--- src/shared/fpsc_regs.vh ---
// Purpose: Constants for the floating point pipeline status and control unit
// Assumes: Included by the design files under verilog/
// Notes on behaviour
// - Pipe bypass low: ALU and multiplier pipeline registers clock; high: flowthrough.
// - Result bypass low: status, product and sum registers clock; high: flowthrough.
// - Reset clears state, status, exception disable; pipeline lost; data registers kept.
// - Two rounding select inputs decode to one of four rounding modes.
// - Rounding increment flag high when rounding grew the mantissa magnitude.
// - Half select low gives low half on Y, high gives high half; single ignores.
// - C register loads from ALU when source select low, multiplier when high.
// - Equal flag: operands equal during compare, otherwise Y result is zero.
// - Greater flag high when compare finds A greater than B.
// - Chain exception flag; bit six low means multiplier source, high means ALU.
// - Tiny operand flag for denormal multiplier input, with port flags alongside.
// - Tiny result flag for denormal ALU or wrapped multiplier; flush forces zero.
// - Zero divisor flag whenever an operation attempts division by zero.
// - Exception summary is OR of exceptions enabled in exception disable register.
// - Not exact flag whenever the delivered result lost precision.
// - Unbounded flag high whenever the output value is infinity.
// - Sign flag high whenever the result is negative.
// - Invalid flag for invalid operation or NaN operand into multiplier or ALU.
// - Exponent too large flag when result exceeds largest format value.
// - Exception origin low for ALU cause, high for multiplier cause.
// - Port flags mark NaN or denormal input: upper bit A, lower bit B.
// - Too small flag for inexact tiny result; incomparable flag for NaN compare.
// - Flush high zeroes denormals suddenly; low keeps gradual underflow.
// - Status pins driven only while active-low status output enable is low.
`ifndef FPSC_REGS_VH
`define FPSC_REGS_VH
// Register offsets on the plain register port
`define FPSC_ADDR_W          4
`define FPSC_OFS_EXC_DISABLE 4'h0
`define FPSC_OFS_STATUS      4'h1
`define FPSC_OFS_ROUND_MODE  4'h2
`define FPSC_EXC_DIS_RESET   7'h00
// Condition vector from each arithmetic unit
`define FPSC_COND_W     15
`define FPSC_C_INVALID  0
`define FPSC_C_DIVZERO  1
`define FPSC_C_OVER     2
`define FPSC_C_UNDER    3
`define FPSC_C_INEXACT  4
`define FPSC_C_TINY     5
`define FPSC_C_TINY_OPERAND_MULTIPLIER_FLAG    6
`define FPSC_C_INF      7
`define FPSC_C_NEG      8
`define FPSC_C_EQUAL    9
`define FPSC_C_GREATER  10
`define FPSC_C_INCOMPARABLE_OPERANDS_FLAG    11
`define FPSC_C_RNDINC   12
`define FPSC_C_PORTB    13
`define FPSC_C_PORTA    14
`define FPSC_EXC_W      7
// Status register layout, conditions plus these
`define FPSC_STAT_W     18
`define FPSC_S_CHAIN    15
`define FPSC_S_ORIGIN   16
`define FPSC_S_COMPARE  17
`define FPSC_STAT_RESET 18'h00000
// Rounding modes, one-hot to the datapath
`define FPSC_RND_NEAREST 2'h0
`define FPSC_RND_ZERO    2'h1
`define FPSC_RND_PLUS    2'h2
`define FPSC_RND_MINUS   2'h3
`endif

--- src/verilog/fpsc_stage.v ---
// Purpose: One pipeline register with flowthrough bypass
// Assumes: Synchronous active-low reset, single clock
// Notes: CLEARS selects whether reset empties the register
`timescale 1ns/1ns
module fpsc_stage
#(
   parameter WIDTH  = 8,
   parameter CLEARS = 1
)
(
   input  wire             sys_clk,
   input  wire             rstn,
   input  wire             bypass,
   input  wire [WIDTH-1:0] dataIn,
   output wire [WIDTH-1:0] dataOut
);
   reg [WIDTH-1:0] stage_reg;
   always @(posedge sys_clk)
   begin
      if (!rstn && (CLEARS != 0))
         stage_reg <= {WIDTH{1'h0}};
      else
         stage_reg <= dataIn;
   end
   // No edge waited for in flowthrough, so the path is combinational
   assign dataOut = bypass ? dataIn : stage_reg;
endmodule // fpsc_stage

--- src/verilog/fpsc_unit.v ---
// Purpose: Pipeline control and status reporting for a 64-bit FP/integer processor
// Assumes: Controller and datapath run on sys_clk; condition vectors come from the units
// Notes: Status pins are driven out with a shared enable; register port reads lag one cycle
`timescale 1ns/1ns
`include "fpsc_regs.vh"
module fpsc_unit
(
   input  wire                     sys_clk,
   input  wire                     rstn,
   input  wire                     aluMultiplierPipeBypass,
   input  wire                     resultStageBypass,
   input  wire [1:0]               roundingModeSelect,
   input  wire                     resultHalfSelect,
   input  wire                     cRegisterSourceSelect,
   input  wire                     cRegisterWriteN,
   input  wire                     instructionBitSix,
   input  wire                     flushToZeroSelect,
   input  wire                     statusOutputEnableN,
   input  wire                     chainedOp,
   input  wire                     compareOp,
   input  wire                     singlePrecision,
   input  wire                     resultFromMultiplier,
   input  wire [63:0]              aluResult,
   input  wire [63:0]              mulResult,
   input  wire [`FPSC_COND_W-1:0]  aluCond,
   input  wire [`FPSC_COND_W-1:0]  mulCond,
   input  wire [`FPSC_ADDR_W-1:0]  regAddr,
   input  wire [31:0]              regWrData,
   input  wire                     regWrStb,
   input  wire                     regRdStb,
   output reg  [31:0]              regRdData,
   output wire [3:0]               roundModeOneHot,
   output wire [31:0]              yBus,
   output wire [63:0]              cRegOut,
   output wire                     statusOe,
   output wire                     roundingIncrementFlag,
   output wire                     equalOrZeroFlag,
   output wire                     aGreaterFlag,
   output wire                     chainExceptionFlag,
   output wire                     tinyOperandMultiplierFlag,
   output wire                     tinyResultFlag,
   output wire                     zeroDivisorFlag,
   output wire                     exceptionSummaryFlag,
   output wire                     notExactFlag,
   output wire                     resultIsUnboundedFlag,
   output wire                     signFlagMinus,
   output wire                     invalidOperationFlag,
   output wire                     exponentTooLargeFlag,
   output wire                     exponentTooSmallFlag,
   output wire                     exceptionOriginFlag,
   output wire [1:0]               operandPortFlags,
   output wire                     incomparableOperandsFlag
);
   localparam CTL_W   = 5;
   localparam PIPE_W  = 2 * `FPSC_COND_W + 128 + CTL_W;
   localparam RES_W   = `FPSC_STAT_W + 128;

   // Pipeline stage: conditions, raw results and per-operation control
   wire [PIPE_W-1:0]       pipeIn;
   wire [PIPE_W-1:0]       pipeOut;
   wire [`FPSC_COND_W-1:0] aluCondP;
   wire [`FPSC_COND_W-1:0] mulCondP;
   wire [63:0]             aluResP;
   wire [63:0]             mulResP;
   wire                    chainedP;
   wire                    compareP;
   wire                    sixP;
   wire                    fromMulP;
   wire                    singleP;

   assign pipeIn = {aluCond, mulCond, aluResult, mulResult,
                    chainedOp, compareOp, instructionBitSix,
                    resultFromMultiplier, singlePrecision};

   // Reset empties the pipeline so no stale conditions reach status
   fpsc_stage
   #(
      .WIDTH  (PIPE_W),
      .CLEARS (1)
   )
   pipeStage
   (
      .sys_clk (sys_clk),
      .rstn    (rstn),
      .bypass  (aluMultiplierPipeBypass),
      .dataIn  (pipeIn),
      .dataOut (pipeOut)
   );

   assign {aluCondP, mulCondP, aluResP, mulResP,
           chainedP, compareP, sixP, fromMulP, singleP} = pipeOut;

   // Exception grouping per unit
   wire aluExc;
   wire mulExc;
   assign aluExc = |aluCondP[`FPSC_EXC_W-1:0];
   assign mulExc = |mulCondP[`FPSC_EXC_W-1:0];

   // Sudden underflow zeroes tiny results before they are stored
   wire [63:0] sumFlushed;
   wire [63:0] prodFlushed;
   assign sumFlushed  = (flushToZeroSelect && aluCondP[`FPSC_C_TINY]) ?
                        64'h0000000000000000 : aluResP;
   assign prodFlushed = (flushToZeroSelect && mulCondP[`FPSC_C_TINY]) ?
                        64'h0000000000000000 : mulResP;

   // Status gathered from the unit whose result is delivered
   reg  [`FPSC_STAT_W-1:0] statNext;
   wire [`FPSC_COND_W-1:0] selCond;
   assign selCond = fromMulP ? mulCondP : aluCondP;

   always @*
   begin
      statNext = {`FPSC_STAT_W{1'h0}};
      statNext[`FPSC_C_INVALID] = selCond[`FPSC_C_INVALID];
      statNext[`FPSC_C_DIVZERO] = selCond[`FPSC_C_DIVZERO];
      statNext[`FPSC_C_OVER]    = selCond[`FPSC_C_OVER];
      statNext[`FPSC_C_UNDER]   = selCond[`FPSC_C_UNDER] &&
                                  selCond[`FPSC_C_INEXACT];
      statNext[`FPSC_C_INEXACT] = selCond[`FPSC_C_INEXACT];
      statNext[`FPSC_C_TINY]    = selCond[`FPSC_C_TINY];
      // Denormal operands are only reported for the multiplier
      statNext[`FPSC_C_TINY_OPERAND_MULTIPLIER_FLAG]   = mulCondP[`FPSC_C_TINY_OPERAND_MULTIPLIER_FLAG];
      statNext[`FPSC_C_INF]     = selCond[`FPSC_C_INF];
      statNext[`FPSC_C_NEG]     = selCond[`FPSC_C_NEG];
      statNext[`FPSC_C_EQUAL]   = selCond[`FPSC_C_EQUAL];
      statNext[`FPSC_C_GREATER] = compareP && selCond[`FPSC_C_GREATER];
      statNext[`FPSC_C_INCOMPARABLE_OPERANDS_FLAG]   = compareP && selCond[`FPSC_C_INCOMPARABLE_OPERANDS_FLAG];
      statNext[`FPSC_C_RNDINC]  = selCond[`FPSC_C_RNDINC];
      if (mulCondP[`FPSC_C_TINY_OPERAND_MULTIPLIER_FLAG])
      begin
         statNext[`FPSC_C_PORTA] = mulCondP[`FPSC_C_PORTA];
         statNext[`FPSC_C_PORTB] = mulCondP[`FPSC_C_PORTB];
      end
      else
      begin
         statNext[`FPSC_C_PORTA] = selCond[`FPSC_C_PORTA];
         statNext[`FPSC_C_PORTB] = selCond[`FPSC_C_PORTB];
      end
      statNext[`FPSC_S_CHAIN]   = chainedP && (sixP ? aluExc : mulExc);
      // The ALU wins when both units fault in the same cycle
      statNext[`FPSC_S_ORIGIN]  = mulExc && !aluExc;
      statNext[`FPSC_S_COMPARE] = compareP;
   end

   // Result stage: status cleared by reset, product and sum kept
   wire [`FPSC_STAT_W-1:0] statQ;
   wire [63:0]             sumQ;
   wire [63:0]             prodQ;
   wire                    singleQ;
   wire                    fromMulQ;
   reg                     singleQ_reg;
   reg                     fromMulQ_reg;

   fpsc_stage
   #(
      .WIDTH  (`FPSC_STAT_W),
      .CLEARS (1)
   )
   statusStage
   (
      .sys_clk (sys_clk),
      .rstn    (rstn),
      .bypass  (resultStageBypass),
      .dataIn  (statNext),
      .dataOut (statQ)
   );

   fpsc_stage
   #(
      .WIDTH  (128),
      .CLEARS (0)
   )
   resultStage
   (
      .sys_clk (sys_clk),
      .rstn    (rstn),
      .bypass  (resultStageBypass),
      .dataIn  ({prodFlushed, sumFlushed}),
      .dataOut ({prodQ, sumQ})
   );

   // Format and source travel with the stored result
   always @(posedge sys_clk)
   begin
      if (!rstn)
      begin
         singleQ_reg  <= 1'h0;
         fromMulQ_reg <= 1'h0;
      end
      else
      begin
         singleQ_reg  <= singleP;
         fromMulQ_reg <= fromMulP;
      end
   end
   assign singleQ  = resultStageBypass ? singleP : singleQ_reg;
   assign fromMulQ = resultStageBypass ? fromMulP : fromMulQ_reg;

   // Y bus half selection
   wire [63:0] resultSel;
   wire        yZero;
   assign resultSel = fromMulQ ? prodQ : sumQ;
   assign yBus      = (singleQ || !resultHalfSelect) ?
                      resultSel[31:0] : resultSel[63:32];
   assign yZero     = (yBus == 32'h00000000);

   // C register, a data register that reset leaves alone
   reg  [63:0] cData_reg;
   wire [63:0] cData_next;
   assign cData_next = cRegisterSourceSelect ? prodQ : sumQ;
   always @(posedge sys_clk)
   begin
      if (!cRegisterWriteN)
         cData_reg <= cData_next;
   end
   assign cRegOut = cData_reg;

   // Rounding mode decode
   reg [3:0] roundOneHot;
   always @*
   begin
      case (roundingModeSelect)
         `FPSC_RND_NEAREST : roundOneHot = 4'h1;
         `FPSC_RND_ZERO    : roundOneHot = 4'h2;
         `FPSC_RND_PLUS    : roundOneHot = 4'h4;
         `FPSC_RND_MINUS   : roundOneHot = 4'h8;
         default           : roundOneHot = 4'h1;
      endcase
   end
   assign roundModeOneHot = roundOneHot;

   // Exception disable register, a set bit masks that exception
   reg  [`FPSC_EXC_W-1:0] excDisable_reg;
   reg  [`FPSC_EXC_W-1:0] excDisable_next;
   wire [`FPSC_EXC_W-1:0] excEnabled;
   always @*
   begin
      excDisable_next = excDisable_reg;
      if (regWrStb && (regAddr == `FPSC_OFS_EXC_DISABLE))
         excDisable_next = regWrData[`FPSC_EXC_W-1:0];
   end
   always @(posedge sys_clk)
   begin
      if (!rstn)
         excDisable_reg <= `FPSC_EXC_DIS_RESET;
      else
         excDisable_reg <= excDisable_next;
   end
   // Mask is applied live so a new setting acts without a pipeline flush
   assign excEnabled = statQ[`FPSC_EXC_W-1:0] & ~excDisable_reg;

   // Final status values before the output enables
   wire equalOrZero;
   wire summary;
   assign equalOrZero = statQ[`FPSC_S_COMPARE] ?
                        statQ[`FPSC_C_EQUAL] : yZero;
   assign summary     = |excEnabled;

   // Register read port, one cycle of latency, unmapped reads zero
   reg [31:0] rdMux;
   always @*
   begin
      case (regAddr)
         `FPSC_OFS_EXC_DISABLE : rdMux = {25'h0000000, excDisable_reg};
         `FPSC_OFS_STATUS      : rdMux = {14'h0000, statQ};
         `FPSC_OFS_ROUND_MODE  : rdMux = {30'h00000000, roundingModeSelect};
         default               : rdMux = 32'h00000000;
      endcase
   end
   always @(posedge sys_clk)
   begin
      if (!rstn)
         regRdData <= 32'h00000000;
      else if (regRdStb)
         regRdData <= rdMux;
      else
         regRdData <= 32'h00000000;
   end

   // Status pins; out values are held low while the pins float
   wire statusDrive;
   assign statusDrive = !statusOutputEnableN;
   assign statusOe    = statusDrive;

   assign roundingIncrementFlag     = statusDrive && statQ[`FPSC_C_RNDINC];
   assign equalOrZeroFlag           = statusDrive && equalOrZero;
   assign aGreaterFlag              = statusDrive && statQ[`FPSC_C_GREATER];
   assign chainExceptionFlag        = statusDrive && statQ[`FPSC_S_CHAIN];
   assign tinyOperandMultiplierFlag = statusDrive && statQ[`FPSC_C_TINY_OPERAND_MULTIPLIER_FLAG];
   assign tinyResultFlag            = statusDrive && statQ[`FPSC_C_TINY];
   assign zeroDivisorFlag           = statusDrive && statQ[`FPSC_C_DIVZERO];
   assign exceptionSummaryFlag      = statusDrive && summary;
   assign notExactFlag              = statusDrive && statQ[`FPSC_C_INEXACT];
   assign resultIsUnboundedFlag     = statusDrive && statQ[`FPSC_C_INF];
   assign signFlagMinus             = statusDrive && statQ[`FPSC_C_NEG];
   assign invalidOperationFlag      = statusDrive && statQ[`FPSC_C_INVALID];
   assign exponentTooLargeFlag      = statusDrive && statQ[`FPSC_C_OVER];
   assign exponentTooSmallFlag      = statusDrive && statQ[`FPSC_C_UNDER];
   assign exceptionOriginFlag       = statusDrive && statQ[`FPSC_S_ORIGIN];
   assign operandPortFlags          = statusDrive ?
                                      {statQ[`FPSC_C_PORTA], statQ[`FPSC_C_PORTB]} :
                                      2'h0;
   assign incomparableOperandsFlag  = statusDrive && statQ[`FPSC_C_INCOMPARABLE_OPERANDS_FLAG];
endmodule // fpsc_unit

--- config.mk ---
export PLATFORM = sky130hd
export DESIGN_NAME = fpsc_unit
export DESIGN_NICKNAME = d
export VERILOG_FILES = /design/src/verilog/fpsc_stage.v /design/src/verilog/fpsc_unit.v
export VERILOG_INCLUDE_DIRS = /design/src /design/src/shared
export SDC_FILE = /design/constraint.sdc
export NUM_CORES = 1
export LEC_CHECK = 0
export ABC_CLOCK_PERIOD_IN_PS = 3800
export BUFFER_PORTS_ARGS = -buffer_cell sky130_fd_sc_hd__buf_2
export CORE_MARGIN = 5
export CORE_UTILIZATION = 55
export CTS_CLUSTER_SIZE = 8
export DETAILED_ROUTE_END_ITERATION = 16
export GPL_TIMING_DRIVEN = 0
export PLACE_DENSITY_LB_ADDON = 0.3
export SLEW_MARGIN = 40
export SYNTH_ARGS = -nofsm -noshare
export SYNTH_HDL_FRONTEND = slang
export SYNTH_SLANG_ARGS = --single-unit
--- constraint.sdc ---
create_clock -name sys_clk -period 3.8 [get_ports sys_clk]
set_input_delay 0.57 -clock sys_clk [delete_from_list [all_inputs] [get_ports sys_clk]]
set_output_delay 0.57 -clock sys_clk [all_outputs]
set_load 0.01 [all_outputs]
After elaboration in Yosys (flattened, before gate mapping)
Index checks and enable logic that the tools add are counted.

Output and inout port bits: 151. Word-level logic and storage cells: 67. Input bits: 212. Register bits: 414.

Muxes and demuxes: 17. Bitwise gates (word level): 2. Eq/ne operators: 5. Reduce and logical (&&, ||, !) cells: 35.

Operator list (number): 2-to-1 mux 64 bit (4); 2-to-1 mux 163 bit (1); 2-to-1 mux 128 bit (1); case mux 18 bit (3 select lines) (1); zero test 32 bit (1); 2-to-1 mux 32 bit (1); logical AND 1 bit (24); OR reduction 7 bit (3); 2-to-1 mux 18 bit (1); case mux 4 bit (4 select lines) (1); 2-to-1 mux 15 bit (1); bitwise AND 7 bit (1); NOT 7 bit (1); == test 2 bit, second input constant (2); == test 4 x 1 -> 1 bit, second input constant (1); == test 4 x 2 -> 1 bit, second input constant (1); zero test 4 bit (1); 2-to-1 mux 1 bit (4); 2-to-1 mux 2 bit (2); zero test 1 bit (3); == test 2 x 1 -> 1 bit, second input constant (1); zero test 2 bit (1); AND reduction 2 bit (1); logical OR 1 bit (1).

Depth between registers and ports, before layout
Depth in word-level cells: 9. Depth in mapped cells: 11. Gate-level depth less buffers: 7.

Cells and area by module
From an unflattened synthesis, not the netlist that was laid out.

Cells, all modules: 1393. Area total of the unflattened synthesis: 17601.9 um2.

Modules (own cells, without submodules): fpsc_stage (pipeStage) (instances 1, area an instance 6600.1 um2, seq. area each 3263.1 um2, cells each 525); fpsc_unit (instances 1, area an instance 6072.1 um2, seq. area each 2462.4 um2, cells each 541); fpsc_stage (resultStage) (instances 1, area an instance 4181.5 um2, seq. area each 2562.5 um2, cells each 270); fpsc_stage (statusStage) (instances 1, area an instance 748.2 um2, seq. area each 360.3 um2, cells each 57).

Least setup slack after synthesis
OpenSTA, ideal clock, no wires.

Path type: in2out. Start point: input port aluMultiplierPipeBypass. End point: output port equalOrZeroFlag. Required time: 3.230 ns. Path slack: 0.577 ns. Stages: 10. Arrival: 2.653 ns. Cell sequence: buf_6 mux2_4 a21o_1 buf_4 buf_2 o22a_1 o32ai_1 nor4_1 and3_1 a31o_1.

Cells in the longest elaborated chain, start to end: 9.

RTL lines: from (decl) (RTL line fpsc_unit.v:10) `input wire aluMultiplierPipeBypass,`; 2-to-1 mux 163 bit * (RTL line fpsc_stage.v:26) `assign dataOut = bypass ? dataIn : stage_reg;`; logical AND 1 bit, on equally long branches (RTL line fpsc_unit.v:102, fpsc_unit.v:104); 2-to-1 mux 64 bit, on equally long branches (RTL line fpsc_unit.v:102, fpsc_unit.v:104); 2-to-1 mux 128 bit (RTL line fpsc_stage.v:26); 2-to-1 mux 64 bit (RTL line fpsc_unit.v:203) `assign resultSel = fromMulQ ? prodQ : sumQ;`; 2-to-1 mux 32 bit * (RTL line fpsc_unit.v:204) `assign yBus = (singleQ || !resultHalfSelect) ?`; via yBus[8] (RTL line fpsc_unit.v:33) `output wire [31:0] yBus,`; zero test 32 bit * (RTL line fpsc_unit.v:206) `assign yZero = (yBus == 32'h00000000);`; 2-to-1 mux 1 bit * (RTL line fpsc_unit.v:256) `` assign equalOrZero = statQ[`FPSC_S_COMPARE] ? ``; logical AND 1 bit * (RTL line fpsc_unit.v:287) `assign equalOrZeroFlag = statusDrive && equalOrZero;`; to (decl) (RTL line fpsc_unit.v:37) `output wire equalOrZeroFlag,`.

The timed path passes the listed nets; every way through them passes the cells marked *.

Worst setup path after layout
Start point: input port aluMultiplierPipeBypass. End point: output port equalOrZeroFlag.

Cells in the longest elaborated chain, start to end: 9.

RTL lines (RTL line): 2-to-1 mux 163 bit * (fpsc_stage.v:26); logical AND 1 bit, on equally long branches (fpsc_unit.v:102, fpsc_unit.v:104); 2-to-1 mux 64 bit, on equally long branches (fpsc_unit.v:102, fpsc_unit.v:104); 2-to-1 mux 128 bit (fpsc_stage.v:26); 2-to-1 mux 64 bit (fpsc_unit.v:203); 2-to-1 mux 32 bit (fpsc_unit.v:204); zero test 32 bit (fpsc_unit.v:206); 2-to-1 mux 1 bit * (fpsc_unit.v:256); logical AND 1 bit * (fpsc_unit.v:287).

Every way passes the cells marked *; elsewhere a longest branch is shown, timed or not.

==> run_results.csv <==
group,metric,value,unit
worst_setup_path,required,3.23,ns
final_layout,finalInstanceArea,22600,µm²
global_routing,grt_pass1_wl,109,mm
floorplan,die_width,190,µm
final_layout,final_nets,2396,
sta,finalHoldViolCount,0,
worst_setup_path,worstSetupStartpointType,"input port",
worst_setup_path,crit_type,"in -> out",
sta,grt_setup_unrepaired,"yes",
yosys,synth_area,17900,µm²
drt,vias,16986,
placed_design,port_buffers,317,
worst_setup_path,r2r_end,"cRegOut[24]",
sta,setup-violations-final,1,
sta,fin_setup_tns,-0.0936,ns
worst_setup_path,crit_path_end,"equalOrZeroFlag",
global_routing,grt_max_degree,46,
placed_design,place_area,20100,µm²
yosys,netlist_instances,1773,
drt,post_drt_wl_per_cell,28.6,µm
yosys,synth_area_per_cell,10.1,µm²
sta,whs,0.177,ns
floorplan,start_util,55.3,%
final_layout,final_cell_mix,"buf_2 (338), dfxtp_1 (333), mux2i_1 (210)",
drt,ant_nets,0,
yosys,synth_cell_type_count,60,
drt,drc,0,
final_layout,fin_util,69.9,%
placed_design,dp_hpwl,54.5,mm
placed_design,dp_slack,-0.676,ns
worst_setup_path,cp.depth,11,
cts,cts.path.max_buffers,3,
worst_setup_path,rr_worst_depth,8,
yosys,synth-seq-cells,400,
worst_setup_path,cp-end-kind,"primary output",
global_routing,first_global_vias,17027,
cts,insertion_delay,0.61,ns
drt,initialDrtViolationCount,2416,
sta,worst_slack,-0.0936,ns
cts,htreeDepth,2,
sta,post-route-period-util,102,%
worst_hold_path,hold_start,"mulCond[13]",
worst_setup_path,path_cells,"buf_6, buf_8, buf_12, mux2i_1, a211o_1, a21oi_1, a32o_2, a2111oi_4, nor4bb_2, a31o_1, buf_2",
cts,holdBufCountCts,0,
yosys,postSynth.asyncResetShare,0,%
floorplan,dieHeight,190,µm
drt,viasPerCell,6.37,
worst_setup_path,r2r-start,"pipeStage.stage_reg[138]",
yosys,synth_edf_count,64,
cts,clk_pin_slew,0.05,ns
yosys,yosys_warnings,0,
sta,slew_headroom,35.2,%
cts,cts_tree,"done",
floorplan,rows,66,
global_routing,grt_overflow,0,
worst_hold_path,hold_path.class,"in -> reg",
global_routing,grt.total_usage,40.4,%
cts,ctsRootBufferMaster,"clkbuf_16",
worst_hold_path,hold_depth,2,
placed_design,gp_congestion,1.03,
worst_setup_path,crit_fanout,10,
worst_setup_path,worst_ep_arrival_time,3.32,ns
sta,period_needed,3.89,ns
final_layout,area_growth,26.3,%
drt,drtPass1Iterations,6,
cts,numCtsBuffers,55,
global_routing,antenna_found_initial,12,
run_status,violations,"setup timing",
final_layout,drive_above_1_share,29.0,%
power_and_ir_drop,vdd_drop_max,0.000399,V
worst_setup_path,critPathLaunch,"aluMultiplierPipeBypass",
power_and_ir_drop,leakage,9.91,nW
final_layout,layout_commonest_cell,"buf_2",
run_status,status,"complete, but fails checks",
floorplan,ios,363,
final_layout,largest_reg_flops,163,
floorplan,core,32400,µm²
floorplan,die_area,36300,µm²
worst_setup_path,r2r_slack,0.44,ns
worst_setup_path,critPathSlowestCell,"mux2i_1",
yosys,ys.flop_type,"dfxtp_1",
sta,skew,0.0301,ns
sta,drv_slew,0,
sta,max_freq,257,MHz
power_and_ir_drop,p_per_area,505,nW/µm²
worst_setup_path,crit_buf_inv,4,
worst_setup_path,critical_path.max_stage_delay,0.49,ns
job,cap_violations,0,
yosys,ys_seq_area_share,48.3,%
cts,clock_sink_count,400,
worst_setup_path,crit_family,"compound AO/OA/AOI/OAI gates",
sta,worst_pin_slew,0.972,ns
drt,wl,76.1,mm
power breakdown:
group          internal [mW]  switching, mW
Clock                   2.68           1.87
Sequential              4.62          0.121
Combinational          0.836           1.31
Total                   8.14           3.30
Yosys cell counts (3+ instances only):
master	n	area share (%)
o22a_1	28	1.4
mux4_2	15	1.9
buf_6	6	0.38
o21ai_0	129	3.6
or2_2	5	0.17
buf_4	33	1.4
a211oi_1	76	3.2
inv_1	10	0.21
buf_2	38	1.1
clkbuf_1	87	1.8
nor4_1	6	0.21
a2bb2oi_1	64	3.1
nand2_1	22	0.46
a21o_1	5	0.21
a32o_1	5	0.28
a22oi_1	3	0.13
mux2_2	7	0.44
o311ai_0	4	0.20
mux2i_1	228	13
edfxtp_1	64	11
and2_1	185	6.5
o32ai_1	9	0.44
o22ai_1	57	2.0
o221a_2	4	0.25
o221a_1	4	0.25
and3_1	5	0.17
a21oi_1	44	1.2
mux2_4	3	0.25
a31oi_1	4	0.14
nor3_1	8	0.22
o221ai_1	5	0.24
nor2b_1	25	0.87
nand4_1	3	0.10
a31o_2	5	0.24
nand2b_1	7	0.24
nor2_1	193	4.0
a31o_1	4	0.20
dfxtp_1	336	38
buf_1	11	0.23
worst min path at each step:
stage / endpoint / slack, ns
6_report: pipeStage.stage_reg[146] / 0.18
3_3_place_gp: resultStage.stage_reg[41] / 0.47
2_1_floorplan: resultStage.stage_reg[0] / 0.46
3_5_place_dp: resultStage.stage_reg[41] / 0.48
4_1_cts: pipeStage.stage_reg[142] / 0.17
5_1_grt: pipeStage.stage_reg[156] / 0.18
through the flow:
stage / power [mW] / cells
2_1_floorplan: 5.87 / 1786
3_3_place_gp: 6.65 / 2545
3_5_place_dp: 6.69 / 2547
4_1_cts: 11.2 / 2642
5_1_grt: 11.7 / 2659
6_report: 11.4 / 2665
cell families (layout without fill, tap and decap cells):
kind of cell	Yosys count	count (layout)	synth area share [%]
buf+inv	186	614	5.11
flops	400	400	48.3
compound gates	461	461	17.6
other cells	1	23	0.0209
simple gates	470	470	13.5
mux	255	255	15.5
final cells by class:
class,instances,area [µm²]
Antenna cell,9,22.5
Sequential cell,400,8660
Timing Repair Buffer,345,1820
Clock inverter,2,25.0
Multi-Input combinational cell,1200,8810
Buffer,172,1180
Fill cell,2503,9750
Inverter,10,40.0
Tap cell,442,553
Clock buffer,85,1510
metal layers:
| layer | track usage, % | wire (µm) | up-vias |
|---|---|---|---|
| li1 | - | - | 7212 |
| met1 | 51.1 | 28700 | 8145 |
| met2 | 62.5 | 34000 | 1320 |
| met3 | 12.5 | 9400 | 295 |
| met4 | 21.0 | 3940 | 14 |
| met5 | 0 | 70 | - |
timing repair:
action | CTS | global route
setup endpoints to repair | 29 | 14
gates resized for setup | 120 | 112
pin swaps | 9 | 20
buffers inserted | 11 | 16
No activity file was read; power rests on OpenSTA's default activity.
